[src/dcq_map.svh]
`ifndef DCQ_MAP_SVH
`define DCQ_MAP_SVH

// register byte offsets
`define DCQ_OFF_CTRL     8'h00
`define DCQ_OFF_PUSH     8'h04
`define DCQ_OFF_POP      8'h08
`define DCQ_OFF_STATUS   8'h0C

// control field positions
`define DCQ_CTRL_PUSH_EN 0
`define DCQ_CTRL_POP_EN  1
`define DCQ_CTRL_OUTREG  2
`define DCQ_CTRL_OUTGATE 3
`define DCQ_CTRL_PTR_RST 8
`define DCQ_CTRL_CLEAR   9
`define DCQ_CTRL_RESET   4'h0

// status field positions
`define DCQ_STAT_EMPTY   0
`define DCQ_STAT_AEMPTY  1
`define DCQ_STAT_AFULL   2
`define DCQ_STAT_FULL    3
`define DCQ_STAT_STAGE   4

// sizes and side rates, in aclk cycles per tick
`define DCQ_DEPTH        16
`define DCQ_AE_LEVEL     3
`define DCQ_AF_GAP       2
`define DCQ_STAGE_DEPTH  8
`define DCQ_PUSH_DIV     2
`define DCQ_POP_DIV      3

`define DCQ_RESP_OKAY    2'h0
`define DCQ_RESP_SLVERR  2'h2

`endif

[src/dcq_pkg.sv]
package dcq_pkg;

    typedef enum logic [0:0] {
        DCQ_WR_COLLECT = 1'b0,
        DCQ_WR_RESP    = 1'b1
    } dcq_wr_state_t;

    typedef struct packed {
        logic full;
        logic almost_full;
        logic almost_empty;
        logic empty;
    } dcq_flags_t;

    typedef struct packed {
        logic out_gate;
        logic out_reg;
        logic pop_en;
        logic push_en;
    } dcq_ctrl_t;

endpackage

[src/dcq_top.sv]
// Function
// - flags rise at once, clear after crossing
// - empty flags clear after pop-side sync ticks
// - full flags clear after push-side sync ticks
// - one word stored per push tick when enabled
// - start empty: empty high, full flags low
// - empty clears after first write, synced delay
// - almost-empty clears at threshold fill level
// - almost-full rises when level N-2 written
// - full rises when last word is written
// - writes while full are discarded, pointer held
// - full clears two ticks after freeing read
// - words delivered in write order per tick
// - almost-empty then empty rise while draining
// - output register adds one pop tick delay
// - flag timing independent of output register
// - gated output register moves only on pop ticks while pop enabled
//
// The implementer's own choices: the AXI4-Lite register port and the placing of the registers.
`timescale 1ns/100ps
`include "dcq_map.svh"

module dcq_tick #(
    parameter int DIV = 2
) (
    input  wire logic aclk,
    input  wire logic aresetn,
    output logic      tick
);
    logic [15:0] cnt_reg;
    logic [15:0] cnt_next;

    always_comb
    begin
        cnt_next = (cnt_reg == 16'(DIV - 1)) ? 16'h0000 : cnt_reg + 16'h0001;
    end

    always_ff @(posedge aclk)
    begin
        if (!aresetn)
            cnt_reg <= 16'h0000;
        else
            cnt_reg <= cnt_next;
    end

    assign tick = (cnt_reg == 16'(DIV - 1));
endmodule

module dcq_stage #(
    parameter int W     = 32,
    parameter int DEPTH = 8
) (
    input  wire logic         aclk,
    input  wire logic         aresetn,
    // fill side
    input  wire logic         in_valid,
    output logic              in_ready,
    input  wire logic [W-1:0] in_data,
    // drain side
    output logic              out_valid,
    input  wire logic         out_ready,
    output logic [W-1:0]      out_data
);
    localparam int AW = $clog2(DEPTH);
    logic [W-1:0] mem [DEPTH];
    logic [AW-1:0] wp_reg, wp_next, rp_reg, rp_next;
    logic [AW:0]   cnt_reg, cnt_next;
    logic          put, take;

    always_comb
    begin
        put      = in_valid && in_ready;
        take     = out_valid && out_ready;
        wp_next  = put ? ((wp_reg == AW'(DEPTH - 1)) ? '0 : wp_reg + 1'b1) : wp_reg;
        rp_next  = take ? ((rp_reg == AW'(DEPTH - 1)) ? '0 : rp_reg + 1'b1) : rp_reg;
        cnt_next = cnt_reg + (AW+1)'(put) - (AW+1)'(take);
    end

    always_ff @(posedge aclk)
    begin
        if (!aresetn)
        begin
            wp_reg  <= '0;
            rp_reg  <= '0;
            cnt_reg <= '0;
        end
        else
        begin
            wp_reg  <= wp_next;
            rp_reg  <= rp_next;
            cnt_reg <= cnt_next;
        end
        if (put)
            mem[wp_reg] <= in_data;
    end

    assign in_ready  = (cnt_reg != (AW+1)'(DEPTH));
    assign out_valid = (cnt_reg != '0);
    assign out_data  = mem[rp_reg];
endmodule

module dcq_top
    import dcq_pkg::*;
#(
    parameter int DW       = 32,
    parameter int DEPTH    = `DCQ_DEPTH,
    parameter int AE_LEVEL = `DCQ_AE_LEVEL,
    parameter int AF_LEVEL = `DCQ_DEPTH - `DCQ_AF_GAP,
    parameter int PUSH_DIV = `DCQ_PUSH_DIV,
    parameter int POP_DIV  = `DCQ_POP_DIV
) (
    // clock and reset
    input  wire logic          aclk,
    input  wire logic          aresetn,
    // write address and data
    input  wire logic [7:0]    s_axi_awaddr,
    input  wire logic          s_axi_awvalid,
    output logic               s_axi_awready,
    input  wire logic [31:0]   s_axi_wdata,
    input  wire logic [3:0]    s_axi_wstrb,
    input  wire logic          s_axi_wvalid,
    output logic               s_axi_wready,
    // write response
    output logic [1:0]         s_axi_bresp,
    output logic               s_axi_bvalid,
    input  wire logic          s_axi_bready,
    // read address and data
    input  wire logic [7:0]    s_axi_araddr,
    input  wire logic          s_axi_arvalid,
    output logic               s_axi_arready,
    output logic [31:0]        s_axi_rdata,
    output logic [1:0]         s_axi_rresp,
    output logic               s_axi_rvalid,
    input  wire logic          s_axi_rready,
    // queue state
    output dcq_flags_t         flags,
    output logic [DW-1:0]      pop_data
);
    localparam int AW = $clog2(DEPTH);
    localparam logic [AW:0] FULL_C = (AW+1)'(DEPTH);
    localparam logic [AW:0] AE_C   = (AW+1)'(AE_LEVEL);
    localparam logic [AW:0] AF_C   = (AW+1)'(AF_LEVEL);

    function automatic logic [AW:0] g2b(input logic [AW:0] g);
        logic [AW:0] b;
        b[AW] = g[AW];
        for (int i = AW - 1; i >= 0; i--)
            b[i] = b[i+1] ^ g[i];
        return b;
    endfunction

    logic push_tick, pop_tick;
    dcq_tick #(.DIV(PUSH_DIV)) u_push_tick (.aclk(aclk), .aresetn(aresetn), .tick(push_tick));
    dcq_tick #(.DIV(POP_DIV))  u_pop_tick  (.aclk(aclk), .aresetn(aresetn), .tick(pop_tick));

    // bus side state
    dcq_wr_state_t wst_reg, wst_next;
    logic          aw_have_reg, aw_have_next, w_have_reg, w_have_next;
    logic [7:0]    waddr_reg, waddr_next;
    logic [31:0]   wdata_reg, wdata_next;
    logic [3:0]    wstrb_reg, wstrb_next;
    logic [1:0]    bresp_reg, bresp_next;
    logic          rvalid_reg, rvalid_next;
    logic [31:0]   rdata_reg, rdata_next;
    logic [1:0]    rresp_reg, rresp_next;
    dcq_ctrl_t     ctrl_reg, ctrl_next;
    logic          commit, is_push, ptr_rst, clear;

    // staging buffer between bus and push side
    logic          st_valid, st_ready, st_take;
    logic [DW-1:0] st_data;

    // queue state
    logic [DW-1:0] mem [DEPTH];
    logic [AW:0]   wp_reg, wp_next, rp_reg, rp_next;
    logic [AW:0]   rs1_reg, rs2_reg, ws1_reg, ws2_reg;
    logic [AW:0]   rs_next, ws_next;
    logic [AW:0]   wlevel, rlevel;
    logic [DW-1:0] q1_reg, q1_next, q2_reg, q2_next;
    logic          push_try, wr_fire, rd_fire;

    assign is_push = (waddr_reg == `DCQ_OFF_PUSH);
    // a push write waits for room so back-pressure reaches the bus master
    assign commit  = (wst_reg == DCQ_WR_COLLECT) && aw_have_reg && w_have_reg
                     && (!is_push || st_ready);
    assign ptr_rst = commit && (waddr_reg == `DCQ_OFF_CTRL) && wstrb_reg[1]
                     && wdata_reg[`DCQ_CTRL_PTR_RST];
    assign clear   = commit && (waddr_reg == `DCQ_OFF_CTRL) && wstrb_reg[1]
                     && wdata_reg[`DCQ_CTRL_CLEAR];

    dcq_stage #(.W(DW), .DEPTH(`DCQ_STAGE_DEPTH)) u_stage (
        .aclk      (aclk),
        .aresetn   (aresetn),
        .in_valid  (commit && is_push),
        .in_ready  (st_ready),
        .in_data   (wdata_reg[DW-1:0]),
        .out_valid (st_valid),
        .out_ready (st_take),
        .out_data  (st_data)
    );

    always_comb
    begin
        wst_next     = wst_reg;
        aw_have_next = aw_have_reg;
        w_have_next  = w_have_reg;
        waddr_next   = waddr_reg;
        wdata_next   = wdata_reg;
        wstrb_next   = wstrb_reg;
        bresp_next   = bresp_reg;
        ctrl_next    = ctrl_reg;
        if (s_axi_awvalid && s_axi_awready)
        begin
            aw_have_next = 1'b1;
            waddr_next   = s_axi_awaddr;
        end
        if (s_axi_wvalid && s_axi_wready)
        begin
            w_have_next = 1'b1;
            wdata_next  = s_axi_wdata;
            wstrb_next  = s_axi_wstrb;
        end
        if (commit)
        begin
            wst_next   = DCQ_WR_RESP;
            bresp_next = `DCQ_RESP_OKAY;
            case (waddr_reg)
                `DCQ_OFF_CTRL:
                begin
                    if (wstrb_reg[0])
                        ctrl_next = dcq_ctrl_t'(wdata_reg[3:0]);
                end
                `DCQ_OFF_PUSH, `DCQ_OFF_POP, `DCQ_OFF_STATUS:
                    bresp_next = `DCQ_RESP_OKAY;
                default:
                    bresp_next = `DCQ_RESP_SLVERR;
            endcase
        end
        if (wst_reg == DCQ_WR_RESP && s_axi_bready)
        begin
            wst_next     = DCQ_WR_COLLECT;
            aw_have_next = 1'b0;
            w_have_next  = 1'b0;
        end
    end

    always_ff @(posedge aclk)
    begin
        if (!aresetn)
        begin
            wst_reg     <= DCQ_WR_COLLECT;
            aw_have_reg <= 1'b0;
            w_have_reg  <= 1'b0;
            waddr_reg   <= 8'h00;
            wdata_reg   <= 32'h00000000;
            wstrb_reg   <= 4'h0;
            bresp_reg   <= `DCQ_RESP_OKAY;
            ctrl_reg    <= dcq_ctrl_t'(`DCQ_CTRL_RESET);
        end
        else
        begin
            wst_reg     <= wst_next;
            aw_have_reg <= aw_have_next;
            w_have_reg  <= w_have_next;
            waddr_reg   <= waddr_next;
            wdata_reg   <= wdata_next;
            wstrb_reg   <= wstrb_next;
            bresp_reg   <= bresp_next;
            ctrl_reg    <= ctrl_next;
        end
    end

    assign s_axi_awready = (wst_reg == DCQ_WR_COLLECT) && !aw_have_reg;
    assign s_axi_wready  = (wst_reg == DCQ_WR_COLLECT) && !w_have_reg;
    assign s_axi_bvalid  = (wst_reg == DCQ_WR_RESP);
    assign s_axi_bresp   = bresp_reg;

    always_comb
    begin
        rvalid_next = rvalid_reg;
        rdata_next  = rdata_reg;
        rresp_next  = rresp_reg;
        if (rvalid_reg && s_axi_rready)
            rvalid_next = 1'b0;
        if (s_axi_arvalid && !rvalid_reg)
        begin
            rvalid_next = 1'b1;
            rresp_next  = `DCQ_RESP_OKAY;
            rdata_next  = 32'h00000000;
            case (s_axi_araddr)
                `DCQ_OFF_CTRL:   rdata_next[3:0] = ctrl_reg;
                `DCQ_OFF_PUSH:   rdata_next = 32'h00000000;
                `DCQ_OFF_POP:    rdata_next[DW-1:0] = pop_data;
                `DCQ_OFF_STATUS:
                begin
                    rdata_next[`DCQ_STAT_EMPTY]  = flags.empty;
                    rdata_next[`DCQ_STAT_AEMPTY] = flags.almost_empty;
                    rdata_next[`DCQ_STAT_AFULL]  = flags.almost_full;
                    rdata_next[`DCQ_STAT_FULL]   = flags.full;
                    rdata_next[`DCQ_STAT_STAGE]  = !st_ready;
                end
                default:         rresp_next = `DCQ_RESP_SLVERR;
            endcase
        end
    end

    always_ff @(posedge aclk)
    begin
        if (!aresetn)
        begin
            rvalid_reg <= 1'b0;
            rdata_reg  <= 32'h00000000;
            rresp_reg  <= `DCQ_RESP_OKAY;
        end
        else
        begin
            rvalid_reg <= rvalid_next;
            rdata_reg  <= rdata_next;
            rresp_reg  <= rresp_next;
        end
    end

    assign s_axi_arready = !rvalid_reg;
    assign s_axi_rvalid  = rvalid_reg;
    assign s_axi_rdata   = rdata_reg;
    assign s_axi_rresp   = rresp_reg;

    // push side: runs only on push ticks, sees the pop pointer two ticks late
    assign wlevel   = wp_reg - g2b(rs2_reg);
    assign push_try = push_tick && ctrl_reg.push_en && st_valid;
    assign wr_fire  = push_try && !flags.full;
    // a word offered while full is still drained from staging and lost
    assign st_take  = push_try;

    // pop side: runs only on pop ticks, sees the push pointer two ticks late
    assign rlevel  = g2b(ws2_reg) - rp_reg;
    assign rd_fire = pop_tick && ctrl_reg.pop_en && !flags.empty;

    always_comb
    begin
        wp_next = wr_fire ? wp_reg + 1'b1 : wp_reg;
        rp_next = rd_fire ? rp_reg + 1'b1 : rp_reg;
        if (ptr_rst)
            rp_next = '0;
        rs_next = rp_reg ^ (rp_reg >> 1);
        ws_next = wp_reg ^ (wp_reg >> 1);
        q1_next = rd_fire ? mem[rp_reg[AW-1:0]] : q1_reg;
        q2_next = q2_reg;
        if (pop_tick && (!ctrl_reg.out_gate || ctrl_reg.pop_en))
            q2_next = q1_reg;
    end

    always_ff @(posedge aclk)
    begin
        if (!aresetn || clear)
        begin
            wp_reg  <= '0;
            rp_reg  <= '0;
            rs1_reg <= '0;
            rs2_reg <= '0;
            ws1_reg <= '0;
            ws2_reg <= '0;
            q1_reg  <= '0;
            q2_reg  <= '0;
        end
        else
        begin
            wp_reg <= wp_next;
            rp_reg <= rp_next;
            q1_reg <= q1_next;
            q2_reg <= q2_next;
            if (push_tick)
            begin
                rs1_reg <= rs_next;
                rs2_reg <= rs1_reg;
            end
            if (pop_tick)
            begin
                ws1_reg <= ws_next;
                ws2_reg <= ws1_reg;
            end
        end
        if (wr_fire)
            mem[wp_reg[AW-1:0]] <= st_data;
    end

    // local pointer moves at once; the remote copy lags, so only clearing waits
    assign flags.full         = (wlevel == FULL_C);
    assign flags.almost_full  = (wlevel >= AF_C);
    assign flags.empty        = (rlevel == '0);
    assign flags.almost_empty = (rlevel < AE_C);
    // the output stage changes only data timing, never the flags
    assign pop_data = ctrl_reg.out_reg ? q2_reg : q1_reg;
endmodule

[config.mk]
export PLATFORM = sky130hd
export DESIGN_NAME = dcq_top
export DESIGN_NICKNAME = d
export VERILOG_FILES = /design/src/dcq_pkg.sv /design/src/dcq_top.sv
export VERILOG_INCLUDE_DIRS = /design/src
export SDC_FILE = /design/constraint.sdc
export NUM_CORES = 1
export LEC_CHECK = 0
export BUFFER_PORTS_ARGS = -buffer_cell sky130_fd_sc_hd__buf_2
export CAP_MARGIN = 20
export CORE_ASPECT_RATIO = 1.2
export CORE_MARGIN = 2
export CORE_UTILIZATION = 65
export DETAILED_ROUTE_END_ITERATION = 8
export PLACE_DENSITY = 0.83
export SLEW_MARGIN = 10
export SYNTH_ARGS = -nofsm -noshare
export SYNTH_HDL_FRONTEND = slang
export SYNTH_SLANG_ARGS = --single-unit
[constraint.sdc]
create_clock -name aclk -period 12.02 [get_ports aclk]
set_clock_uncertainty 0.15 [all_clocks]
set_input_delay 1.803 -clock aclk [delete_from_list [all_inputs] [get_ports aclk]]
set_output_delay 1.803 -clock aclk [all_outputs]
set_load 0.01 [all_outputs]
==> results of run 1 <==
-- placed cells by master (no fill, tap or decap), drive strengths merged, types with 4 or more instances in the layout --
cell type    n
a21oi      100
a22oi       91
and3        23
and4         4
buf        167
bufinv       6
clkbuf     125
clkinv      35
dfxtp      223
edfxtp     768
ha          34
inv         33
mux2        64
mux2i       58
mux4       192
nand2      218
nand2b       7
nand3       13
nand4       11
nor2       160
nor2b        5
nor3         9
nor3b        4
nor4         8
o21ai        4
xnor2       27
xor2        24
-- area by class of cell --
type	instances	area, um2	area share (%)
clock buffers	125	2600	6.09
well taps	742	928	2.17
clock inverters	45	404	0.946
flip-flops and latches	991	27500	64.4
diodes	2	5.00	0.0117
multi-input cells	1098	10100	23.7
repair buffers	167	1010	2.36
inverters	31	116	0.272
-- through the flow --
stage	hold WS, ns	util [%]	cell area [um2]
final	0.302	73.5	42700
after global routing	0.325	73.5	42700
after CTS	0.302	73.3	42600
after detailed placement	0.293	68.1	39600
after global placement	0.285	68.1	39600
after floorplan	0.278	-	38100
-- worst max-delay path, cell delays in order, from the launching register on --
cell and delay (ns):
dfxtp_1 0.38, xor2_1 0.23, xnor2_1 0.20, xor2_1 0.33, xor2_1 0.12, ha_1 0.23
fa_1 0.44, xor2_1 0.22, nand2_1 0.09, mux2i_1 0.44, and3_1 0.27, buf_2 0.14
-- how the worst min path moves through the flow --
stage,depth (start not counted),endpoint
floorplan,2,q2_reg[0]
global placement,2,q2_reg[4]
detailed placement,2,q2_reg[3]
CTS,2,q2_reg[3]
global route,2,q2_reg[19]
finish,2,q2_reg[30]
-- routing by layer --
| layer | share of wire [%] | up-vias | GRT usage, % |
|---|---|---|---|
| met3 | 7.2 | 210 | 4.26 |
| li1 | - | 8941 | - |
| met4 | 4.7 | 0 | 14.4 |
| met1 | 35 | 10800 | 36.8 |
| met5 | 0 | - | 0 |
| met2 | 53 | 1024 | 51.9 |
-- synthesized netlist by cell type (23+ instances only) --
cell type / count
buf_1: 24
xor2_1: 24
mux4_2: 192
a22oi_1: 91
nand2_1: 218
and3_1: 23
a21oi_1: 100
clkbuf_1: 80
edfxtp_1: 768
ha_1: 34
inv_1: 30
xnor2_1: 27
dfxtp_1: 223
mux2i_1: 58
nor2_1: 160
mux2_2: 64
-- logic make-up after synthesis --
logic type               count (synthesis)  synth area share [%]
flip-flops                             991                  72.2
AND/OR/NAND/NOR                        477                  5.37
multiplexers                           314                  14.8
AO/OA/AOI/OAI                          217                  3.67
buffers and inverters                  148                  1.52
XOR/XNOR                                51                  1.17
adder cells (fa/ha/maj)                 37                  1.27
other                                    1               0.00984
-- power by group through the flow --
stage                     Clock, mW  Combinational (mW)  Sequential (mW)
after global routing           3.04               0.114             3.69
after floorplan                   0              0.0684             3.76
after detailed placement          0              0.0974             3.77
final                          2.90               0.104             3.69
after global placement            0              0.0930             3.76
after CTS                      2.91              0.0997             3.69
==> results.cfg, run 1 <==
[sta]
slew_headroom_pct = 24.3
fin_crit_sh_pct = 47.3
hold_viol = 0
layout_min_cycle_time_ns = 5.69
clock.fmax_mhz = 176
rsz0062_at_grt = no
setup_viol = 0
fin_tns_setup_ns = 0
finalMaxSlewViolations = 0
worst_slew_pin_slew_ns = 1.14
fin_ws_ns = 6.33

[critical_path]
crit_path_end_kind = output pin
crit_fanout = 5
r2r_start = rs2_reg[4]
cp-startpoint = ws2_reg[4]
startpoint_type = flop
setup.worst_path.end = flags[0]
crit_arrival_ns = 3.73
path_class = flop to output pin
r2r.worst_path.cells = 12
worstPathRequired_ns = 10.07
regToRegEndpoint = mem[10][13]
reg2reg_slack_ns = 7.55

[cells_and_area]
area_delta_synth_final_pct = 12.1
reg_top3 = mem x512, u_stage.mem x256
largest_reg_flops = 512
fillCellCount = 3148
regMostFlops = mem
drive_above_1_share_pct = 24.4
final_cells = 3201
num-nets-final = 2476

[floorplanning]
boundaryPins = 136
die-width_um = 225
start_util_pct = 65.6
placement_rows = 97
coreArea_um2 = 58100
dieArea_um2 = 60600
die_h_um = 269

[cts]
root_buffer = clkbuf_16
clock-sinks = 991
cts_tree = done
cts_hold_buf = 0
numCtsBuffers = 91
htree_levels = 3
clock_latency_ns = 0.65
cts_buffer_depth = 3
path_clk_slew_ns = 0.06
postCtsSetupBuffers = 0
cts_resized = 0

[drt]
drt_wl_total_mm = 88.8
viasPerCell = 6.54
wl_per_cell_um = 27.7
antenna_left = 0
vias = 20900
drtPass1Iterations = 5
drc = 0
drt_iter0_markers = 2580

[yosys]
yosysSeqAreaShare_pct = 72.2
synthCells = 2236
synth_top_area_share_pct = 60.5
yosys_most_used_dff = edfxtp_1
yosysWarnings = 0
ys_ff_latch = 991
syn_avg_cell_area_um2 = 17.0
synth_top_cell_by_area = edfxtp_1
syn-cell-area_um2 = 38100
synth_cell_types = 53
synthArstFlopShare_pct = 0
synth_edf_count = 768
yosys-top-cells-area = edfxtp_1, dfxtp_1, mux4_2, nand2_1, mux2_2

[global_routing]
grt_max_degree = 90
grt_use_total_pct = 29.8
antenna_found_initial = 2
grt_pass1_vias = 22000
grt-ovfl-total = 0
grt_pass1_wl_mm = 132

[min_path]
hp-start = q2_reg[30]
hp-class = flop to flop

[power]
p_sw_mw = 1.34
comb_power_share_pct = 1.6
power_mw = 6.69
p_seq_share_pct = 55.2
power.density_nw_per_um2 = 157
power.clock.fraction_pct = 43.3
power.internal_mw = 5.35
irDropWorstVdd_mv = 0.137
p_sw_share_pct = 20.0
p_leak_nw = 14.2

[place]
dp_hpwl_mm = 46.6
place_ws_ns = 7.05
place_congestion = 0.838
dp.cells = 3023
port_buffers = 131

[status]
status = complete, no violations

[flow_run]
maxCapViolations = 0
(Power assumes the default switching activity.)
==> inputs of run 2 (changes only) <==
--- a/config.mk
+++ b/config.mk
@@ -10,9 +10,9 @@
 export CAP_MARGIN = 20
 export CORE_ASPECT_RATIO = 1.2
 export CORE_MARGIN = 2
-export CORE_UTILIZATION = 65
+export CORE_UTILIZATION = 55
 export DETAILED_ROUTE_END_ITERATION = 8
-export PLACE_DENSITY = 0.83
+export PLACE_DENSITY = 0.75
 export SLEW_MARGIN = 10
 export SYNTH_ARGS = -nofsm -noshare
 export SYNTH_HDL_FRONTEND = slang
==> constraint.sdc (replaced) <==
create_clock -name aclk -period 5.15 [get_ports aclk]
set_clock_uncertainty 0.15 [all_clocks]
set_input_delay 0.7725 -clock aclk [delete_from_list [all_inputs] [get_ports aclk]]
set_output_delay 0.7725 -clock aclk [all_outputs]
set_load 0.01 [all_outputs]
==> run 2 against run 1 <==
Power is 130% higher; critical path depth rose by 1; final cell count is 5.5% higher; non-clock buffer count up 9; worst setup slack lost 5.8 ns; clock power up 130%; sequential power is 130% higher; routed wire length shrank 8.5%; clock-buffer cell count is 1 higher; largest cell class unchanged.
==> results.cfg, run 2 (synthesis gave the netlist of run 1 again) <==
[cts]
root_buffer = clkbuf_16
clock-sinks = 991
cts_resized = 0
cts_tree = done
postCtsSetupBuffers = 0
path_clk_slew_ns = 0.06
numCtsBuffers = 95
cts_hold_buf = 0
htree_levels = 3
cts_buffer_depth = 3
clock_latency_ns = 0.64

[floorplanning]
start_util_pct = 55.7
die-width_um = 244
coreArea_um2 = 68400
dieArea_um2 = 71400
die_h_um = 292
placement_rows = 105
boundaryPins = 136

[critical_path]
crit_path_max_incr_delay_ns = 0.43
crit_fanout = 5
crit_arrival_ns = 3.65
slowest_stage = fa_1
path_class = flop to output pin
crit_path_end_kind = output pin
critPathBufInv = 1
timing.critical_path.mode_cell = xor2_1
startpoint_type = flop
worstPathRequired_ns = 4.23
worstPathCellList = xor2_1, xnor2_1, xor2_1, xor2_1, ha_1, fa_1, xor2_1, nand2_1, mux2i_1, nand2_1, nor2_1, buf_2
cpLargestDelayFamily = XOR/XNOR gates

[place]
dp_hpwl_mm = 48.2
place_congestion = 0.808
port_buffers = 131
dp.cells = 3203
placed_cell_area_um2 = 39900

[drt]
drc = 0
wl_met2_mm = 42.1
drtPass1Iterations = 7
met3_length_mm = 5.25
top_layer = met4
met1Wirelength_mm = 30.8
antenna_left = 0
drt_wl_total_mm = 81.2
viasPerCell = 6.02
drt_iter0_markers = 1737
vias = 20300
wl_per_cell_um = 24.1

[power]
comb_power_share_pct = 1.6
p_sw_share_pct = 19.5
p_leak_nw = 14.2
power.internal_mw = 12.6
irDropWorstVdd_mv = 0.290
p_seq_share_pct = 55.1
p_sw_mw = 3.05
power.clock.fraction_pct = 43.3
power.density_nw_per_um2 = 364

[global_routing]
grt_max_degree = 90
grt-ovfl-total = 0
grt_pass1_wl_mm = 124
grt_pass1_vias = 21300
antenna_found_initial = 1
grt_use_total_pct = 23.2

[cells_and_area]
final_cells = 3377
drive_above_1_share_pct = 24.7
final_common_cell = edfxtp_1
reg_top3 = mem x512, u_stage.mem x256
fillCellCount = 4663
largest_reg_flops = 512
diodes = 0
utilization_pct = 62.8
fin_area_um2 = 43000
area_delta_synth_final_pct = 12.9
multi_input_area_um2 = 10200
final_cell_mix = edfxtp_1, dfxtp_1, nand2_1
num-nets-final = 2489
seqCellArea_um2 = 27500
regMostFlops = mem

[sta]
layout_min_cycle_time_ns = 4.57
fin_crit_sh_pct = 88.8
slew_headroom_pct = 29.5
hold_viol = 0
worst_slew_pin_slew_ns = 1.06
finalMaxSlewViolations = 0
setup_viol = 0
rsz0062_at_grt = no
clock.fmax_mhz = 219
fin_tns_setup_ns = 0

[flow_run]
maxCapViolations = 0

[min_path]
hp-class = input port to flop

[status]
status = complete, no violations
==> run 2: changes by cell type in the layout (fill, tap and decap cells not counted), sizes merged <==
cell,change
buf,+9
bufinv,+2
clkbuf,+1
clkinvlp,-1
diode,-2
==> run 2: final timing paths <==
path,cells after the start,endpoint,slack [ns],start
max,12,flags[1],0.58,ws2_reg[4]
min,2,s_axi_rvalid,0.18,s_axi_rready
max reg2reg,13,mem[8][26],0.80,rs2_reg[4]
min reg2reg,2,q2_reg[19],0.30,q2_reg[19]
==> run 2: final cells by class <==
class,instances,area share [%]
Tap cell,909,2.64
Inverter,31,0.270
Multi-Input combinational cell,1098,23.6
Clock buffer,126,6.04
Timing Repair Buffer,176,2.41
Clock inverter,46,1.01
Sequential cell,991,64.0
==> run 2: per-layer routing <==
layer / track usage (%) / up-vias
met1: 29.5 / 10500
met5: 0 / -
met3: 3.31 / 146
met4: 9.56 / 0
met2: 40.1 / 742
li1: - / 8968
==> run 2: power by group through the flow <==
| stage | registers (mW) | logic (mW) | clock network, mW |
|---|---|---|---|
| 6_report | 8.62 | 0.244 | 6.77 |
| 5_1_grt | 8.62 | 0.273 | 7.16 |
| 4_1_cts | 8.62 | 0.234 | 6.86 |
| 3_5_place_dp | 8.79 | 0.232 | 0 |
| 3_3_place_gp | 8.78 | 0.225 | 0 |
| 2_1_floorplan | 8.77 | 0.160 | 0 |
==> run 2: stage by stage <==
stage               total power [mW]  setup slack [ns]  hold WS [ns]
floorplan                       8.93             0.321         0.278
global placement                9.01             0.911         0.285
detailed placement              9.02             0.780         0.290
CTS                             15.7             0.558         0.158
global route                    16.1             0.270         0.177
finish                          15.6             0.579         0.183
